## src/core/cisr_pkg.sv

```systemverilog
// cisr_pkg: constants, field layout and types for the comparator input select registers.
// assumes an 8-bit special-function-register bus with page, address and strobes.
package cisr_pkg;

  // register page and addresses on the special-function bus
  localparam logic [3:0] CISR_PAGE = 4'h0;
  localparam logic [7:0] CISR_CMP0_ADDR = 8'h9F;
  localparam logic [7:0] CISR_CMP1_ADDR = 8'h9E;

  // field positions
  localparam int CISR_NEG_MSB = 7;
  localparam int CISR_NEG_LSB = 4;
  localparam int CISR_POS_MSB = 3;
  localparam int CISR_POS_LSB = 0;

  // reset value: negative selects ground, positive selects the main rail
  localparam logic [7:0] CISR_RESET_VAL = 8'hFF;

  // number of comparators served
  localparam int CISR_NUM_CMP = 2;

  // special-function bus request from the core
  typedef struct packed {
    logic [3:0] page;
    logic [7:0] addr;
    logic wr;
    logic rd;
    logic [7:0] wdata;
  } cisr_sfr_req_t;

  // one-hot analog source select for one comparator input
  // bits: [7:0] port pins in field order, [8] touch ref, [9] half supply,
  // [10] regulated supply or battery, [11] ground or main rail
  typedef struct packed {
    logic [11:0] neg_sel;
    logic [11:0] pos_sel;
  } cisr_mux_sel_t;

  localparam int CISR_SRC_TOUCH = 8;
  localparam int CISR_SRC_HALF = 9;
  localparam int CISR_SRC_SUPPLY = 10;
  localparam int CISR_SRC_RAIL = 11;

endpackage

```

## src/core/cisr_decode.sv

```systemverilog
// cisr_decode: turns one 8-bit select register into one-hot analog mux selects.
// assumes the selects drive analog switches; a reserved code opens every switch of its own field.
`timescale 1ns/10ps
`default_nettype none
module cisr_decode (
  // register value
  input wire logic [7:0] sel_byte,
  // decoded selects
  output cisr_pkg::cisr_mux_sel_t mux_sel,
  output logic reserved_code
);
  import cisr_pkg::*;

  logic [3:0] neg_code; // upper nibble
  logic [3:0] pos_code; // lower nibble

  // one-hot decode of a nibble; codes 10xx give zero here, the caller masks negative 0111
  function automatic logic [11:0] nib_onehot(input logic [3:0] code);
    logic [11:0] res;
    res = 12'h000;
    if (code < 4'h8) begin
      res[code[2:0]] = 1'b1;
    end else if (code >= 4'hC) begin
      res[code - 4'h4] = 1'b1;
    end
    return res;
  endfunction

  // combinational decode of both fields
  always_comb begin
    neg_code = sel_byte[CISR_NEG_MSB:CISR_NEG_LSB];
    pos_code = sel_byte[CISR_POS_MSB:CISR_POS_LSB];
    mux_sel.neg_sel = nib_onehot(neg_code);
    // code 0111 of the negative field has no pin behind it
    if (neg_code == 4'h7) begin
      mux_sel.neg_sel = 12'h000;
    end
    mux_sel.pos_sel = nib_onehot(pos_code);
    reserved_code = (mux_sel.neg_sel == 12'h000) || (mux_sel.pos_sel == 12'h000);
  end

endmodule
`default_nettype wire

```

## src/core/cisr_regs.sv

```systemverilog
// cisr_regs: the two comparator input select registers and their mux decode.
// assumes a single-cycle special-function bus from the core on clk.
`timescale 1ns/10ps
`default_nettype none
// Function
// - comparator-0 select at 0x9F, page 0, RW
// - comparator-1 select at 0x9E, page 0, RW
// - bits 7:4 pick negative pin source
// - bits 3:0 pick positive pin source
// - comparator-1 decodes exactly like comparator-0
// - negative internal sources; 0111, 10xx reserved
// - positive internal sources; 10xx reserved
module cisr_regs (
  // clock and reset
  input wire logic clk,
  input wire logic reset,
  // special-function bus
  input wire cisr_pkg::cisr_sfr_req_t sfr_req,
  output logic [7:0] sfr_rdata,
  output logic sfr_hit,
  // analog mux selects, one per comparator
  output cisr_pkg::cisr_mux_sel_t cmp0_mux,
  output cisr_pkg::cisr_mux_sel_t cmp1_mux,
  // reserved code present in either field, one flag per register
  output logic cmp0_reserved,
  output logic cmp1_reserved
);
  import cisr_pkg::*;

  // stored select registers and next values
  logic [7:0] comparator0_input_select_reg, comparator0_input_select_next;
  logic [7:0] comparator1_input_select_reg, comparator1_input_select_next;
  // registered outputs
  logic [7:0] sfr_rdata_reg, sfr_rdata_next;
  logic sfr_hit_reg, sfr_hit_next;
  cisr_mux_sel_t cmp0_mux_reg, cmp1_mux_reg;
  logic cmp0_res_reg, cmp1_res_reg;
  // decoded selects from the next register values
  cisr_mux_sel_t dec_mux [CISR_NUM_CMP];
  logic dec_res [CISR_NUM_CMP];
  logic [7:0] dec_in [CISR_NUM_CMP];
  logic hit0, hit1;

  // address match on page and address
  function automatic logic addr_match(input cisr_sfr_req_t r, input logic [7:0] a);
    return (r.page == CISR_PAGE) && (r.addr == a);
  endfunction

  // write and read-back next values
  always_comb begin
    hit0 = addr_match(sfr_req, CISR_CMP0_ADDR);
    hit1 = addr_match(sfr_req, CISR_CMP1_ADDR);
    comparator0_input_select_next = comparator0_input_select_reg;
    comparator1_input_select_next = comparator1_input_select_reg;
    // every bit is writable, no reserved bits to mask
    if (sfr_req.wr && hit0) begin
      comparator0_input_select_next = sfr_req.wdata;
    end
    if (sfr_req.wr && hit1) begin
      comparator1_input_select_next = sfr_req.wdata;
    end
    // read data is zero off-address so it can be or-ed on the core bus
    sfr_rdata_next = 8'h00;
    sfr_hit_next = 1'b0;
    if (sfr_req.rd && hit0) begin
      sfr_rdata_next = comparator0_input_select_reg;
      sfr_hit_next = 1'b1;
    end else if (sfr_req.rd && hit1) begin
      sfr_rdata_next = comparator1_input_select_reg;
      sfr_hit_next = 1'b1;
    end
    dec_in[0] = comparator0_input_select_next;
    dec_in[1] = comparator1_input_select_next;
  end

  // one identical decoder per comparator, so both share one field map
  for (genvar g = 0; g < CISR_NUM_CMP; g++) begin : g_dec
    cisr_decode u_dec (
      .sel_byte(dec_in[g]),
      .mux_sel(dec_mux[g]),
      .reserved_code(dec_res[g])
    );
  end

  // register everything; selects are registered so the analog switches see
  // glitch-free levels, decoded from the next values so they change on the same edge that stores the write
  always_ff @(posedge clk or posedge reset) begin
    if (reset) begin
      comparator0_input_select_reg <= CISR_RESET_VAL;
      comparator1_input_select_reg <= CISR_RESET_VAL;
      sfr_rdata_reg <= 8'h00;
      sfr_hit_reg <= 1'b0;
      // ground on the negative, main rail on the positive
      cmp0_mux_reg <= {12'h800, 12'h800};
      cmp1_mux_reg <= {12'h800, 12'h800};
      cmp0_res_reg <= 1'b0;
      cmp1_res_reg <= 1'b0;
    end else begin
      comparator0_input_select_reg <= comparator0_input_select_next;
      comparator1_input_select_reg <= comparator1_input_select_next;
      sfr_rdata_reg <= sfr_rdata_next;
      sfr_hit_reg <= sfr_hit_next;
      cmp0_mux_reg <= dec_mux[0];
      cmp1_mux_reg <= dec_mux[1];
      cmp0_res_reg <= dec_res[0];
      cmp1_res_reg <= dec_res[1];
    end
  end

  // outputs straight from flip-flops
  assign sfr_rdata = sfr_rdata_reg;
  assign sfr_hit = sfr_hit_reg;
  assign cmp0_mux = cmp0_mux_reg;
  assign cmp1_mux = cmp1_mux_reg;
  assign cmp0_reserved = cmp0_res_reg;
  assign cmp1_reserved = cmp1_res_reg;
endmodule
`default_nettype wire

```

## config.mk

```make
export PLATFORM = sky130hd
export DESIGN_NAME = cisr_regs
export DESIGN_NICKNAME = d
export VERILOG_FILES = /design/src/core/cisr_pkg.sv /design/src/core/cisr_decode.sv /design/src/core/cisr_regs.sv
export SDC_FILE = /design/constraint.sdc
export NUM_CORES = 1
export LEC_CHECK = 0
export ABC_AREA = 1
export BUFFER_PORTS_ARGS = -buffer_cell sky130_fd_sc_hd__buf_2
export CORE_ASPECT_RATIO = 0.6
export CORE_UTILIZATION = 50
export CTS_BUF_LIST = sky130_fd_sc_hd__clkbuf_8
export DETAILED_ROUTE_END_ITERATION = 12
export GPL_TIMING_DRIVEN = 0
export HOLD_SLACK_MARGIN = 0.12
export PLACE_DENSITY = 0.77
export SYNTH_ARGS = -nofsm -noshare
export SYNTH_HDL_FRONTEND = slang
export SYNTH_HIERARCHICAL = 1
export SYNTH_SLANG_ARGS = --single-unit
```

## constraint.sdc

```tcl
create_clock -name clk -period 5.38 [get_ports clk]
set_clock_uncertainty 0.05 [all_clocks]
set_input_delay 0.269 -clock clk [delete_from_list [all_inputs] [get_ports clk]]
set_output_delay 0.269 -clock clk [all_outputs]
set_load 0.01 [all_outputs]
```

==> impl_metrics.yaml <==
status:
  outcome: "finished, final reports clean"
route:
  drt-initial-drc-count: 120
  drt_pass1_iterations: 4
  vias_post_dr: 2161
  drt_wl_total_um: 5827
  wl_per_cell_um: 12.32
  drt-vias-per-instance: 4.569
  drtAntennaViolNets: 0
  drcViolationCount: 0
power:
  power_per_cell_area_nw_per_um2: 283.7
  power.static_leakage_nw: 2.022
  pwr-share-comb_pct: 3.5
  vdd_ir_drop_max_uv: 168.1
  power.share.sequential_pct: 56.2
  internal-power_mw: 0.7990
  power.switching_fraction_pct: 20.99
  power_frac_clock_pct: 40.4
  net-switching-power_mw: 0.2123
sta:
  final.setup.worst_slack_ps: 3811
  timing.slew.headroom_pct: 42.41
  accumulated_negative_setup_slack_ps: 0
  fmaxAchievable_ghz: 0.6372
  finalCritPeriodShare_pct: 29.17
  tightest_slew_ps: 863.8
  rsz0062_at_grt: "no"
  final_max_slew_viol_count: 0
  setup_violations_final: 0
  fin_crit_ps: 1569
  finalHoldViolations: 0
clock_tree:
  count_of_clock_tree_sinks: 75
  tritoncts_clock_tree: "yes"
  number_of_buffers_added_by_the_clock_tree_synthesis_step: 9
  cts-htree-levels: 3
  root_buffer: "sky130_fd_sc_hd__clkbuf_8"
  cts_setup_buffers: 0
  clk_latency_ps: 340
  cts_max_path_buffers: 2
  cts.reportedPaths.clkPinSlew_ps: 70
yosys:
  yosys.area.top_type: "sky130_fd_sc_hd__dfrtp_1"
  yosys-top-cells-area: "sky130_fd_sc_hd__dfrtp_1 (48%), sky130_fd_sc_hd__dfstp_2 (18%), sky130_fd_sc_hd__nand2_1 (15%), sky130_fd_sc_hd__nor2_1 (4.2%), sky130_fd_sc_hd__inv_1 (3.9%)"
  synthDominantCellAreaShare_pct: 48.18
  synth_sequential_area_ratio_pct: 66.58
  synth.top_cells.by_count: "sky130_fd_sc_hd__nand2_1 (115), sky130_fd_sc_hd__dfrtp_1 (55), sky130_fd_sc_hd__nor2_1 (32), sky130_fd_sc_hd__inv_1 (30), sky130_fd_sc_hd__dfstp_2 (20)"
  postSynthCellCount: 297
  netlist_area_um2: 2856
  synth_warnings: 6
  yosysUniqueCellTypes: 18
  ys_dominant_reg_cell: "sky130_fd_sc_hd__dfrtp_1"
  synthArstFlopShare_pct: 100.0
  synth.net_count: 321
  most_common_cell_in_the_synthesized_netlist: "sky130_fd_sc_hd__nand2_1"
  synth-edff-count: 0
  synth_seq_cells: 75
  post_synth.cell_area_avg_um2: 9.618
global_routing:
  grt_antenna_before_repair: 0
  grt_pass1_vias: 2004
  track_usage_pct: 21.40
  global_route_wire_length_before_repair_um: 9232
  grt_overflow_total: 0
  maximum_number_of_pins_on_one_net_before_global_route_repair: 76
layout:
  synthToLayoutAreaGrowth_pct: 24.79
  fraction_of_final_layout_cells_with_drive_strength_greater_than_1_pct: 34.60
  final_net_count: 415
  layout.core_utilization_pct: 67.51
  n_fill_cell: 422
  sequential_cell_area_um2: 1902
  antenna_cells_inserted: 0
  multi_input_gate_area_in_the_final_layout_um2: 797.0
run:
  timing.max_cap.violations: 0
worst_setup_path:
  cp-end-kind: "flip-flop"
  timing.critical_path.from_type: "input port"
  reg2reg_slack_ps: 4030
  cpPeakStageDelay_ps: 350
  worst_ep_arrival_time_ps: 1770
  worst-setup-path-type: "input port to flip-flop"
  timing.critical_path.cells: "buf_2, inv_1, nand2_1, nor2_1, nand4_1, nand2_1, nand2_1, inv_1, nand2_1, nor3_1"
  slowest_stage: "sky130_fd_sc_hd__nand4_1"
  worstPathMaxFanout: 8
  required_ps: 5580
  crit_path_buffers_inverters: 3
  crit_family: "simple AND/OR/NAND/NOR gates"
  critical-path-top-cell-by-count: "sky130_fd_sc_hd__nand2_1"
place:
  dp_worst_setup_slack_ps: 3502
  gp_routability_congestion: 0.7597
  dpl.hpwl_um: 4023
  numPortBuffers: 82
min_path:
  tightest_hold_check_type: "input port to flip-flop"
die:
  die_h_um: 60.55
  area_of_the_core_um2: 5280
  rows: 20
  dieWidth_um: 99.58
  design.portCount: 83
  die_area_um2: 6029
  initial_core_util_pct: 54.10
## power by group through the flow
stage | Sequential (mW) | Clock, mW | Combinational [mW]
3_5_place_dp | 0.578 | 0 | 0.0355
4_1_cts | 0.568 | 0.418 | 0.0362
5_1_grt | 0.568 | 0.442 | 0.0403
6_report | 0.568 | 0.408 | 0.0352
2_1_floorplan | 0.579 | 0 | 0.0186
3_3_place_gp | 0.578 | 0 | 0.0350
## metrics by stage
| stage | power [mW] | cells | hold slack, ps | area, um^2 |
|---|---|---|---|---|
| after floorplan | 0.5975 | 297 | 356.1 | 2856 |
| after global placement | 0.6128 | 456 | 439.2 | 3363 |
| after detailed placement | 0.6133 | 456 | 439.8 | 3366 |
| after CTS | 1.022 | 473 | 124.2 | 3565 |
| after global routing | 1.050 | 473 | 129.3 | 3565 |
| final | 1.011 | 473 | 134.6 | 3565 |
## what timing repair did
item	CTS	global route
endpoints found under the hold margin	55	0
gates resized for setup	0	0
hold buffers	1	0
## cells by family (layout without fill, tap and decap cells)
logic type	after synthesis	after routing	share of synthesized area, %
other	2	2	0.2629
AND/OR/NAND/NOR	181	181	27.46
buffers and inverters	38	137	5.519
AO/OA/AOI/OAI	1	1	0.1750
flip-flops	75	75	66.58
## routing by layer
metal | part of all wire (%) | global-route usage [%] | vias to the layer above | routed length (um)
li1 | - | - | 1073 | -
met1 | 50 | 30.29 | 999 | 2899
met2 | 41 | 31.55 | 82 | 2386
met3 | 8.1 | 6.106 | 7 | 472
met4 | 1.2 | 9.454 | 0 | 68
met5 | 0 | 0 | - | 0
## layout by cell type (no fill, tap or decap), drive strengths merged
master,netlist,final
nor2,40,40
nor3,16,16
buf,3,85
inv,35,38
nand2,118,118
bufinv,0,1
nand3,3,3
clkinv,0,2
clkbuf,0,10
dfstp,20,20
conb,2,2
dlygate4sd3,0,1
dfrtp,55,55
nand4,4,4
a21oi,1,1
## layout make-up
class | instances | area share [%]
buffer | 3 | 0.7371
clock inverter | 6 | 1.439
clock buffer | 10 | 3.861
tap | 77 | 2.703
inverter | 35 | 3.756
timing repair buffer | 83 | 11.79
multi-input combinational | 184 | 22.36
sequential | 75 | 53.35
## worst paths after layout
| check | cells after the start | startpoint | endpoint |
|---|---|---|---|
| max reg2reg | 4 | comparator0_input_select_reg[0] | cmp0_mux[7] |
| max in group asynchronous | 3 | reset | sfr_rdata[2] |
| min in group asynchronous | 3 | reset | cmp0_mux[15] |
| min | 3 | sfr_req[3] | comparator1_input_select_reg[3] |
| max | 10 | sfr_req[18] | cmp0_mux[6] |
| min reg2reg | 2 | comparator0_input_select_reg[0] | sfr_rdata[0] |
## worst reg2reg max path: cells and delay by family, from the launching register on
family | cells | cell delay, ps
simple gates | 3 | 560
flops | 1 | 530
buf+inv | 1 | 130
Note: power is estimated with default switching activity, not from simulation.
